<file path="config.mk">
export PLATFORM = sky130hd
export DESIGN_NAME = wdt_config_port
export DESIGN_NICKNAME = d
export VERILOG_FILES = /design/src/logic/wdt_cfg_pkg.sv /design/src/logic/wdt_countdown.sv /design/src/logic/wdt_config_port.sv
export SDC_FILE = /design/constraint.sdc
export NUM_CORES = 1
export LEC_CHECK = 0
export ABC_AREA = 1
export BUFFER_PORTS_ARGS = -buffer_cell sky130_fd_sc_hd__buf_2
export CAP_MARGIN = 15
export CORE_MARGIN = 4
export CORE_UTILIZATION = 43
export CTS_CLUSTER_SIZE = 14
export DETAILED_ROUTE_END_ITERATION = 10
export PLACE_DENSITY = 0.6
export SLEW_MARGIN = 20
export SYNTH_ARGS = -nofsm -noshare
export SYNTH_HDL_FRONTEND = slang
export SYNTH_SLANG_ARGS = --single-unit
</file>
<file path="constraint.sdc">
create_clock -name clock_in -period 2.29 [get_ports clock_in]
set_input_delay 0.458 -clock clock_in [delete_from_list [all_inputs] [get_ports clock_in]]
set_output_delay 0.458 -clock clock_in [all_outputs]
set_load 0.005 [all_outputs]
</file>
<file path="src/logic/wdt_cfg_pkg.sv">
// Package with addresses, register indexes, keys and timing constants for the watchdog configuration port.
package wdt_cfg_pkg;

    // ************************************************************
    // Host I/O locations and keys
    // ************************************************************
    localparam logic [15:0] INDEX_PORT_ADDR = 16'h002E;
    localparam logic [15:0] DATA_PORT_ADDR  = 16'h002F;
    localparam logic [7:0]  UNLOCK_KEY      = 8'h87;
    localparam logic [7:0]  LOCK_KEY        = 8'hAA;

    // ************************************************************
    // Configuration register indexes
    // ************************************************************
    localparam logic [7:0] IDX_DEVICE_SELECT = 8'h07;
    localparam logic [7:0] IDX_UNIT_CONTROL  = 8'hF5;
    localparam logic [7:0] IDX_TIMEOUT_COUNT = 8'hF6;
    localparam logic [7:0] WATCHDOG_DEVICE   = 8'h08;
    localparam int         UNIT_MINUTE_BIT   = 3;

    // ************************************************************
    // Reset values
    // ************************************************************
    localparam logic [7:0] DEVICE_SELECT_RESET = 8'h00;
    localparam logic [7:0] UNIT_CONTROL_RESET  = 8'h00;
    localparam logic [7:0] TIMEOUT_COUNT_RESET = 8'h00;
    localparam logic [7:0] LOCKED_READ_VALUE   = 8'hFF;

    // ************************************************************
    // Timing
    // ************************************************************
    localparam int CLOCK_HZ         = 50_000_000;
    localparam int SECOND_S         = 1;
    localparam int MINUTE_S         = 60;
    localparam int CYCLES_PER_SEC   = CLOCK_HZ * SECOND_S;
    localparam int UNITS_PER_MINUTE = MINUTE_S / SECOND_S;

    // ************************************************************
    // Types
    // ************************************************************
    typedef enum logic [1:0]
    {
        LOCKED    = 2'b00,
        KEY_SEEN  = 2'b01,
        UNLOCKED  = 2'b11
    } mode_type;

    typedef struct packed
    {
        logic        wr;
        logic        rd;
        logic [15:0] addr;
        logic [7:0]  data;
    } io_req_type;

endpackage

</file>
<file path="src/logic/wdt_countdown.sv">
// Watchdog countdown: prescaler for seconds or minutes and the timeout counter.
`timescale 1ns/1ps
`default_nettype none

module wdt_countdown
#(
    parameter int CYCLES_PER_UNIT = wdt_cfg_pkg::CYCLES_PER_SEC
)
(
    // Clock, reset and enable
    input  wire logic       clock_in,
    input  wire logic       nrst_in,
    input  wire logic       enable_in,
    // Control
    input  wire logic       load_in,
    input  wire logic [7:0] load_value_in,
    input  wire logic       minutes_in,
    // Status
    output logic [7:0]      count_out,
    output logic            timeout_out
);
    import wdt_cfg_pkg::*;

    logic [31:0] tick_r;
    logic [31:0] tick_nxt;
    logic [5:0]  minute_r;
    logic [5:0]  minute_nxt;
    logic [7:0]  count_nxt;
    logic        timeout_nxt;
    logic        unit_done;

    always_comb
    begin
        tick_nxt    = tick_r;
        minute_nxt  = minute_r;
        count_nxt   = count_out;
        timeout_nxt = 1'b0;
        unit_done   = 1'b0;
        if (load_in)
        begin
            // A new count restarts the unit so the first step is a whole unit.
            tick_nxt   = '0;
            minute_nxt = '0;
            count_nxt  = load_value_in;
        end
        else if (count_out != 8'h00)
        begin
            if (tick_r == 32'(CYCLES_PER_UNIT - 1))
            begin
                tick_nxt = '0;
                if (!minutes_in || minute_r == 6'(UNITS_PER_MINUTE - 1))
                begin
                    minute_nxt = '0;
                    unit_done  = 1'b1;
                end
                else
                begin
                    minute_nxt = minute_r + 6'h01;
                end
            end
            else
            begin
                tick_nxt = tick_r + 32'h1;
            end
            if (unit_done)
            begin
                count_nxt   = count_out - 8'h01;
                timeout_nxt = (count_out == 8'h01);
            end
        end
    end

    always_ff @(posedge clock_in)
    begin
        if (!nrst_in)
        begin
            tick_r      <= '0;
            minute_r    <= '0;
            count_out   <= TIMEOUT_COUNT_RESET;
            timeout_out <= 1'b0;
        end
        else if (enable_in)
        begin
            tick_r      <= tick_nxt;
            minute_r    <= minute_nxt;
            count_out   <= count_nxt;
            timeout_out <= timeout_nxt;
        end
    end
endmodule

`default_nettype wire

</file>
<file path="src/logic/wdt_config_port.sv">
// Configuration index/data port with unlock keys, device select and watchdog registers.
`timescale 1ns/1ps
`default_nettype none

// Behaviour
// - Decode index port at the lower address and data port at the next.
// - Registers are reachable only between unlock and lock.
// - Two successive writes of the unlock key to the index port unlock the mode.
// - Key and index share one location; data sits at index plus one.
// - Index 0x07 with a data write selects the logical device.
// - Later index and data accesses reach the selected device's registers.
// - One lock key write to the index port leaves configuration mode.
// - The watchdog is logical device eight.
// - Bit 3 of register 0xF5 clear selects seconds, set selects minutes.
// - Writing register 0xF6 loads the count and starts countdown at once.
module wdt_config_port
#(
    parameter int CYCLES_PER_UNIT = wdt_cfg_pkg::CYCLES_PER_SEC
)
(
    // Clock, reset and enable
    input  wire logic                     clock_in,
    input  wire logic                     nrst_in,
    input  wire logic                     clock_enable_in,
    // Host I/O request
    input  wire wdt_cfg_pkg::io_req_type  io_req_in,
    // Host read answer
    output logic [7:0]                    read_data_out,
    output logic                          read_valid_out,
    // Status
    output logic                          unlocked_out,
    output logic                          timeout_out
);
    import wdt_cfg_pkg::*;

    // ************************************************************
    // Decode
    // ************************************************************
    logic       index_wr;
    logic       data_wr;
    logic       data_rd;
    logic       wdt_sel;
    logic       minutes;
    logic [7:0] wdt_count;
    logic       wdt_load;

    assign index_wr = io_req_in.wr && io_req_in.addr == INDEX_PORT_ADDR;
    assign data_wr  = io_req_in.wr && io_req_in.addr == DATA_PORT_ADDR;
    assign data_rd  = io_req_in.rd && io_req_in.addr == DATA_PORT_ADDR;

    // ************************************************************
    // Mode state machine and register file
    // ************************************************************
    mode_type   mode_r;
    mode_type   mode_nxt;
    logic [7:0] index_r;
    logic [7:0] index_nxt;
    logic [7:0] device_r;
    logic [7:0] device_nxt;
    logic [7:0] unit_ctrl_r;
    logic [7:0] unit_ctrl_nxt;
    logic [7:0] rdata_nxt;
    logic       rvalid_nxt;

    assign wdt_sel  = device_r == WATCHDOG_DEVICE;
    assign minutes  = unit_ctrl_r[UNIT_MINUTE_BIT];
    // Only an unlocked data write to the count index of the watchdog reaches the counter.
    assign wdt_load = mode_r == UNLOCKED && data_wr && wdt_sel && index_r == IDX_TIMEOUT_COUNT;

    always_comb
    begin
        mode_nxt      = mode_r;
        index_nxt     = index_r;
        device_nxt    = device_r;
        unit_ctrl_nxt = unit_ctrl_r;
        rdata_nxt     = LOCKED_READ_VALUE;
        rvalid_nxt    = data_rd;
        case (mode_r)
            LOCKED:
            begin
                // Anything but the key is dropped; a data write also breaks the key pair.
                if (index_wr && io_req_in.data == UNLOCK_KEY)
                begin
                    mode_nxt = KEY_SEEN;
                end
            end
            KEY_SEEN:
            begin
                if (index_wr && io_req_in.data == UNLOCK_KEY)
                begin
                    mode_nxt = UNLOCKED;
                end
                else if (io_req_in.wr)
                begin
                    mode_nxt = LOCKED;
                end
            end
            UNLOCKED:
            begin
                if (index_wr)
                begin
                    if (io_req_in.data == LOCK_KEY)
                    begin
                        mode_nxt = LOCKED;
                    end
                    else
                    begin
                        index_nxt = io_req_in.data;
                    end
                end
                else if (data_wr)
                begin
                    if (index_r == IDX_DEVICE_SELECT)
                    begin
                        device_nxt = io_req_in.data;
                    end
                    else if (wdt_sel && index_r == IDX_UNIT_CONTROL)
                    begin
                        unit_ctrl_nxt = io_req_in.data;
                    end
                end
                if (data_rd)
                begin
                    if (index_r == IDX_DEVICE_SELECT)
                    begin
                        rdata_nxt = device_r;
                    end
                    else if (wdt_sel && index_r == IDX_UNIT_CONTROL)
                    begin
                        rdata_nxt = unit_ctrl_r;
                    end
                    else if (wdt_sel && index_r == IDX_TIMEOUT_COUNT)
                    begin
                        rdata_nxt = wdt_count;
                    end
                    else
                    begin
                        rdata_nxt = 8'h00;
                    end
                end
            end
            default:
            begin
                mode_nxt = LOCKED;
            end
        endcase
    end

    always_ff @(posedge clock_in)
    begin
        if (!nrst_in)
        begin
            mode_r         <= LOCKED;
            index_r        <= 8'h00;
            device_r       <= DEVICE_SELECT_RESET;
            unit_ctrl_r    <= UNIT_CONTROL_RESET;
            read_data_out  <= LOCKED_READ_VALUE;
            read_valid_out <= 1'b0;
            unlocked_out   <= 1'b0;
        end
        else if (clock_enable_in)
        begin
            mode_r         <= mode_nxt;
            index_r        <= index_nxt;
            device_r       <= device_nxt;
            unit_ctrl_r    <= unit_ctrl_nxt;
            read_data_out  <= rdata_nxt;
            read_valid_out <= rvalid_nxt;
            unlocked_out   <= mode_nxt == UNLOCKED;
        end
    end

    // ************************************************************
    // Watchdog counter
    // ************************************************************
    wdt_countdown #(
        .CYCLES_PER_UNIT (CYCLES_PER_UNIT)
    ) countdown (
        .clock_in      (clock_in),
        .nrst_in       (nrst_in),
        .enable_in     (clock_enable_in),
        .load_in       (wdt_load),
        .load_value_in (io_req_in.data),
        .minutes_in    (minutes),
        .count_out     (wdt_count),
        .timeout_out   (timeout_out)
    );
endmodule

`default_nettype wire

</file>
## After elaboration in Yosys (flattened, before gate mapping)

Index checks and enable logic that the tools add are counted.

| storage, ports and cells | value |
|---|---|
| flip-flop bits (word level) | 83 |
| output and inout bits | 11 |
| logic and storage cells | 81 |

| operators by class | value |
|---|---|
| $add $sub $neg | 3 |
| multiplexer cells | 28 |
| eq/ne operators | 14 |
| bitwise operators | 3 |
| reduce and logical (&&, ||, !) cells | 22 |

Operators with widths:

| operator | number |
|---|---|
| 32-bit 2-to-1 mux | 3 |
| 8-bit 2-to-1 mux | 8 |
| 32-bit by 1-bit adder with 32-bit output, second input constant | 1 |
| 16-bit by 6-bit equality test with 1-bit output, second input constant | 2 |
| 32-bit by 26-bit equality test with 1-bit output, second input constant | 1 |
| 8-bit equality test, second input constant | 4 |
| 6-bit 2-to-1 mux | 4 |
| 2-bit 2-to-1 mux | 5 |
| 1-bit logical AND | 9 |
| 8-bit by 1-bit equality test with 1-bit output, second input constant | 1 |
| 8-bit by 3-bit equality test with 1-bit output, second input constant | 1 |
| 8-bit by 4-bit equality test with 1-bit output, second input constant | 1 |
| 8-bit nonzero test | 1 |
| 8-bit by 1-bit subtractor with 8-bit output, second input constant | 1 |
| 1-bit 2-to-1 mux | 7 |
| 6-bit by 1-bit adder with 6-bit output, second input constant | 1 |
| 6-bit equality test, second input constant | 1 |
| 2-bit one-hot mux with 3 select lines | 1 |
| 3-bit AND reduction | 2 |
| 6-bit AND reduction | 1 |
| 2-bit nonzero test | 3 |
| 5-bit AND reduction | 1 |
| 2-bit equality test, second input constant | 2 |
| 4-bit AND reduction | 1 |
| 6 further kinds | 8 |

## Longest topological paths before layout

Gate-level depths: netlist of run 1.

| logic depth | value |
|---|---|
| depth in word-level cells | 9 |
| gate-level depth with buffers | 13 |
| depth with buffers taken out | 13 |

## By module

A second synthesis of run 1 with hierarchy kept.

| second synthesis, totals | value |
|---|---|
| cell total of the unflattened synthesis | 816 |
| area, all modules | 5024.8 um^2 |

By module, submodules not included:

| module | area each (um^2) | cells each | times used |
|---|---|---|---|
| wdt_countdown | 2897.8 | 457 | 1 |
| wdt_config_port | 2127.0 | 359 | 1 |

## Worst setup path before layout of run 1

No wires, ideal clock.

| timing path | value |
|---|---|
| path kind | input to register |
| from | input io_req_in[23] (netlist bit) |
| to | register countdown.tick_r[22] |
| stages | 10 |
| setup slack | 0.496 ns |
| required time | 2.174 ns |
| path buffers | 2 |
| arrival | 1.679 ns |
| cell sequence | nor2_1 -> nand2_1 -> nor2_1 -> nand3_4 -> o21bai_4 -> nand2_2 -> buf_6 -> buf_6 -> nor3b_2 -> nor2_1 |

| on the way | value |
|---|---|
| word-level cells in the longest chain between the ends | 7 |
| elaborated cells between the ends (all ways) | 8 |
| those cells by class | eq/ne (1); mux (1); reduce/logical (6) |

RTL lines:

| element | line | text |
|---|---|---|
| start: declaration | wdt_config_port.sv:26 | `input wire wdt_cfg_pkg::io_req_type io_req_in,` |
| 16-bit by 6-bit equality test with 1-bit output * | wdt_config_port.sv:48 | `assign data_wr = io_req_in.wr && io_req_in.addr == DATA_PORT_ADDR;` |
| 1-bit logical AND * | wdt_config_port.sv:48 |  |
| 1-bit logical AND * (3 in a row) | wdt_config_port.sv:68 | `assign wdt_load = mode_r == UNLOCKED && data_wr && wdt_sel && index_r == IDX_TIMEOUT_COUNT;` |
| 2-bit nonzero test (no source line) | -- |  |
| 2-bit AND reduction (no source line) | -- |  |
| end signal: assignment | wdt_countdown.sv:84 | `tick_r <= tick_nxt;` |
| end: declaration | wdt_countdown.sv:24 | `logic [31:0] tick_r;` |

Mark *: on every way between the ends. The rest lies on a longest branch, timed or not.
A chain may end at the register's enable or synchronous reset.

## Final worst setup path of run 1

| timing path | value |
|---|---|
| from | register countdown.tick_r[0] |
| to | register countdown.tick_r[30] |

| on the way | value |
|---|---|
| word-level cells in the longest chain between the ends | 4 |
| elaborated cells between the ends (all ways) | 5 |
| those cells by class | add/sub (1); eq/ne (1); mux (3) |

RTL lines:

| element | line | text |
|---|---|---|
| 32-bit by 1-bit adder with 32-bit output / 32-bit by 26-bit equality test with 1-bit output (equally long branches) | wdt_countdown.sv:63, wdt_countdown.sv:48 |  |
| 32-bit 2-to-1 mux * | wdt_countdown.sv:48 | `if (tick_r == 32'(CYCLES_PER_UNIT - 1))` |
| 32-bit 2-to-1 mux * | wdt_countdown.sv:46 | `else if (count_out != 8'h00)` |
| 32-bit 2-to-1 mux * | wdt_countdown.sv:39 | `if (load_in)` |

Mark *: on every way between the ends. The rest lies on a longest branch, timed or not. The select of a mux whose other input is x is not followed.

==> results of run 1 <==
-- placed cells by master, fill, tap and decap left out, types with 12 or more instances in the layout --
cell	instances
nand2_1	151
nor2_1	138
inv_1	88
dfxtp_1	83
a21oi_1	53
o21ai_0	44
nand3_1	40
buf_2	39
nand4_1	23
nor3_1	15
nor2_2	14
buf_4	12
-- final cells by class --
cell class | instances | share of cell area
clock buffer | 11 | 0.0455
clock inverter | 5 | 0.0149
inverter | 91 | 0.0615
multi-input combinational | 548 | 0.493
sequential | 83 | 0.299
tap | 140 | 0.0315
timing repair buffer | 52 | 0.0550
-- metal layers --
layer	share of wire	global-route usage
met1	0.46	0.252
met2	0.47	0.340
met3	0.036	0.0344
met4	0.031	0.0926
met5	0	0
-- sequential cells by signal (all words and copies together) (netlist names) --
signal,flops
countdown.timeout_out,1
unlocked_out,1
countdown.tick_r,32
mode_r,2
countdown.count_out,8
read_valid_out,1
index_r,8
device_r,8
countdown.minute_r,6
unit_ctrl_r,8
read_data_out,8
-- worst max-delay path, cell delays in order (launching register included) --
cell and delay, ns:
dfxtp_1 0.38, ha_1 0.20, nand2_1 0.07, nor2_2 0.16, nand2_1 0.12, inv_1 0.09, nand2_1 0.11, nor2_1 0.15
nand4_1 0.22, nor2_2 0.18, nand3_1 0.08, nand2_1 0.07, nor2_1 0.04
-- worst paths after layout --
kind                                       startpoint                     to  slack, ns  cells after the start
worst max-delay path              countdown.tick_r[0]   countdown.tick_r[30]       0.30                     12
worst min-delay path                    io_req_in[24]         read_valid_out       0.38                      3
worst max register to register    countdown.tick_r[0]   countdown.tick_r[30]       0.30                     12
worst min register to register  countdown.minute_r[5]  countdown.minute_r[5]       0.46                      2
-- cells by family after synthesis --
| logic type | after synthesis | share of synthesized area |
|---|---|---|
| buffers and inverters | 112 | 0.0978 |
| DFF | 83 | 0.341 |
| xor gates and xnor gates | 9 | 0.0162 |
| AOI/OAI and AO/OA | 119 | 0.135 |
| adders and majority gates | 5 | 0.0128 |
| and+or+nand+nor | 415 | 0.397 |
-- report_power, final --
part / internal, mW / switching (mW) / total (mW)
Clock: 1.02 / 0.608 / 1.63
Combinational: 0.0459 / 0.0889 / 0.135
Sequential: 1.45 / 0.00520 / 1.46
Total: 2.52 / 0.702 / 3.22
==> flow_metrics.py, run 1 <==
metrics = {
    "worst_setup_path": {
        "cp_max_fo": 4,
        "crit_type": "reg -> reg",
        "worstPathRequired_ns": 2.52,
        "critPathCaptureType": "register",
        "start_kind": "register",
        "critPathArrivalTime_ns": 2.22,
    },
    "clock_tree": {
        "cts.clk_slew.worst_paths_ns": 0.06,
        "tritoncts": "built",
        "cts_resized": 0,
        "root_buffer": "clkbuf_16",
        "clock-sinks": 83,
        "clock_latency_ns": 0.35,
        "clockBufferDepth": 2,
        "cts-buffers-inserted": 9,
        "hold_buffers": 0,
        "htree_levels": 3,
        "cts_setup_buffers": 0,
    },
    "timing": {
        "fin_skew_ns": 0.0116,
        "setup_slack_ns": 0.303,
        "slew_viol_final": 0,
        "hold_viol": 0,
        "hold_ws_ns": 0.383,
        "min_period_ns": 1.99,
        "rsz0062_at_grt": "no",
        "fmax_mhz": 503,
        "finalSetupViolations": 0,
        "fin_crit_sh": 0.867,
        "fin_setup_tns_ns": 0,
        "relSlewSlack": 0.571,
        "tightestPinTransition_ns": 0.643,
    },
    "synthesis": {
        "ys_warn_count": 0,
        "synth-seq-area-share": 0.341,
        "synth_edf_count": 0,
        "synth_area_leaders": "dfxtp_1, nand2_1, nor2_1",
        "synth-seq-cells": 83,
        "yosysTopAreaCell": "dfxtp_1",
        "synthArstFlopShare": 0,
        "synth.most_common_cell": "nand2_1",
        "ys_types": 36,
        "syn_nets": 777,
        "syn-mean-instance-area_um2": 6.56,
        "syn_area_um2": 4870,
        "synth_common_cells": "nand2_1, nor2_1, inv_1",
        "syn-instance-count": 743,
        "synth_largest_type_area_fraction": 0.341,
        "synth_ff_type": "dfxtp_1",
    },
    "finish": {
        "fill_cells": 1111,
        "finalNetCount": 819,
        "multi_input_area_um2": 2740,
        "drive_above_1_share": 0.141,
        "fin_cells": 930,
        "utilization": 0.506,
        "regArea_um2": 1660,
        "area_delta_synth_final_pct": 14.0,
        "antennaDiodeCount": 0,
        "design_area_um2": 5560,
    },
    "worst_hold_path": {
        "hold_path.class": "in -> reg",
    },
    "grt": {
        "grt_pass1_vias": 4613,
        "antenna_found_initial": 0,
        "grt_usage": 0.202,
        "grt-ovfl-total": 0,
        "grt_pass1_wl_um": 21400,
        "grt_max_degree": 32,
    },
    "floorplan": {
        "dieArea_um2": 13100,
        "io_pins": 40,
        "num_rows": 38,
        "die_y_um": 114,
        "start_util": 0.444,
        "core_um2": 11000,
        "die_w_um": 114,
    },
    "job": {
        "maxCapViolCount": 0,
    },
    "outcome": {
        "status": "completed",
    },
    "power_and_ir_drop": {
        "p_total_mw": 3.22,
        "ir_drop_v": 0.000404,
        "power_leakage_nw": 2.20,
        "power_density_nw_per_um2": 580,
    },
    "placed_design": {
        "dp_slack_ns": 0.165,
        "dp.final_hpwl_um": 9400,
        "dpl_cell_area_um2": 5220,
        "gp_congestion": 0.853,
        "port_buffers": 39,
        "dp.cells": 914,
    },
    "detailed_routing": {
        "drc": 0,
        "postRouteAntennaNets": 0,
        "drtIter0Drc": 276,
        "wl_per_cell_um": 13.5,
        "vias": 4791,
        "via_per_inst": 5.15,
        "dr.pass1.iters": 5,
        "postRouteWirelength_um": 12600,
    },
}
No activity file was read; power rests on OpenSTA's default activity.
==> run 2: changes to the inputs <==
PLACE_DENSITY = 0.67   (was 0.6)
==> run 2 against run 1 <==
- cell area unchanged
- total power rose by 2.6%
- final cell count decreased by 0.32%
- clock power is 5% higher
- first-iteration DRC count grew 32%
- sequential cell count unchanged
- die area unchanged
- routed wire length grew 1.7%
- sequential share of layout area is the same
- via count up 1.7%
- worst hold slack improved by 0.0072 ns
- combinational power about the same
- critical endpoint unchanged
==> flow_metrics.py, run 2 (same netlist as run 1, synthesis figures left out) <==
metrics = {
    "outcome": {
        "status": "completed",
    },
    "finish": {
        "largest_register_ffs": 32,
        "drive_above_1_share": 0.137,
        "final_common_cell": "nand2_1",
        "fin_cells": 927,
        "finalNetCount": 816,
        "utilization": 0.506,
        "antennaDiodeCount": 0,
        "layout_common_cells": "nand2_1, nor2_1, inv_1, dfxtp_1, a21oi_1",
        "largest_register": "countdown.tick_r",
        "area_delta_synth_final_pct": 14.0,
    },
    "floorplan": {
        "die_y_um": 114,
        "die_w_um": 114,
        "dieArea_um2": 13100,
        "io_pins": 40,
        "start_util": 0.444,
        "core_um2": 11000,
        "num_rows": 38,
    },
    "clock_tree": {
        "tritoncts": "built",
        "cts_setup_buffers": 0,
        "clock-sinks": 83,
        "cts-buffers-inserted": 9,
        "htree_levels": 3,
        "hold_buffers": 0,
        "clock_latency_ns": 0.35,
        "cts_resized": 0,
        "root_buffer": "clkbuf_16",
        "clockBufferDepth": 2,
        "cts.clk_slew.worst_paths_ns": 0.06,
    },
    "worst_setup_path": {
        "cp_max_fo": 4,
        "critPathArrivalTime_ns": 2.32,
        "critPathCaptureType": "register",
        "worstPathRequired_ns": 2.57,
        "crit_type": "reg -> reg",
        "start_kind": "register",
    },
    "timing": {
        "relSlewSlack": 0.437,
        "hold_viol": 0,
        "min_period_ns": 2.04,
        "finalSetupViolations": 0,
        "fmax_mhz": 491,
        "fin_skew_ns": 0.0106,
        "fin_crit_sh": 0.889,
        "slew_viol_final": 0,
        "tightestPinTransition_ns": 0.843,
        "fin_setup_tns_ns": 0,
    },
    "power_and_ir_drop": {
        "p_sw_mw": 0.732,
        "clockPowerShare": 0.518,
        "power_leakage_nw": 2.19,
        "ir_drop_v": 0.000467,
        "power_density_nw_per_um2": 595,
        "p_sw_frac": 0.221,
        "comb_power_share": 0.041,
        "p_int_mw": 2.57,
        "pwr-share-seq": 0.441,
    },
    "job": {
        "maxCapViolCount": 0,
    },
    "grt": {
        "grt_pass1_vias": 4681,
        "grt_usage": 0.204,
        "grt_pass1_wl_um": 21700,
        "grt_max_degree": 32,
        "antenna_found_initial": 0,
        "grt-ovfl-total": 0,
    },
    "placed_design": {
        "dp.final_hpwl_um": 9310,
        "port_buffers": 39,
        "dp.cells": 911,
        "gp_congestion": 0.876,
    },
    "detailed_routing": {
        "vias": 4874,
        "drc": 0,
        "postRouteAntennaNets": 0,
        "dr.pass1.iters": 5,
        "wl_per_cell_um": 13.8,
        "via_per_inst": 5.26,
        "postRouteWirelength_um": 12800,
        "drtIter0Drc": 363,
    },
    "worst_hold_path": {
        "hold_path.class": "in -> reg",
    },
}
==> run 2: cell count changes in the layout (fill, tap and decap cells not counted), sizes merged <==
cell	previous run	this run
buf	52	49
bufinv	2	3
clkbuf	11	9
clkinv	2	0
clkinvlp	0	2
inv	92	93
==> run 2: worst paths after layout <==
kind | startpoint | to | slack [ns] | depth (start not counted)
setup / recovery | countdown.tick_r[0] | countdown.tick_r[30] | 0.25 | 13
hold / removal | io_req_in[24] | read_valid_out | 0.39 | 3
setup reg to reg | countdown.tick_r[0] | countdown.tick_r[30] | 0.25 | 13
hold reg to reg | countdown.minute_r[5] | countdown.minute_r[5] | 0.46 | 2
==> run 2: cell type report <==
class                           instances  area [µm²]
Timing Repair Buffer                   49         283
Fill cell                            1073        5430
Tap cell                              140         175
Clock inverter                          7         123
Sequential cell                        83        1660
Inverter                               91         342
Multi-Input combinational cell        548        2750
Clock buffer                            9         225
==> run 2: power groups by stage <==
| stage | Combinational, mW | Clock, mW | Sequential, mW |
|---|---|---|---|
| 6_report | 0.136 | 1.71 | 1.46 |
| 2_1_floorplan | 0.0687 | 0 | 1.49 |
| 3_3_place_gp | 0.131 | 0 | 1.49 |
| 3_5_place_dp | 0.134 | 0 | 1.49 |
| 4_1_cts | 0.135 | 1.73 | 1.46 |
| 5_1_grt | 0.151 | 1.79 | 1.46 |
==> run 2: layer usage <==
metal | global-route usage | up-vias | part of all wire
li1 | - | 2486 | -
met1 | 0.260 | 2255 | 0.44
met2 | 0.345 | 109 | 0.49
met3 | 0.0312 | 24 | 0.038
met4 | 0.0792 | 0 | 0.023
met5 | 0 | - | 0
==> run 2: through the flow <==
step | hold slack, ns | area (µm²) | setup WS, ns | total power, mW
2_1_floorplan | 0.427 | 4870 | 0.496 | 1.56
3_3_place_gp | 0.439 | 5190 | 0.126 | 1.62
3_5_place_dp | 0.445 | 5190 | 0.0153 | 1.62
4_1_cts | 0.382 | 5540 | 0.200 | 3.32
5_1_grt | 0.409 | 5560 | -0.0165 | 3.40
6_report | 0.390 | 5560 | 0.254 | 3.30
==> run 2: worst max-delay path: stages, from the launching register on <==
cell and delay (ns):
dfxtp_1 0.38, ha_1 0.20, nand2_1 0.07, nor2_2 0.16
nand2_1 0.12, inv_1 0.09, nand2_1 0.10, nor2_1 0.15
nand4_1 0.25, nor2_2 0.21, nand2_1 0.07, nand2_1 0.06
nand2_1 0.05, nor2_1 0.07
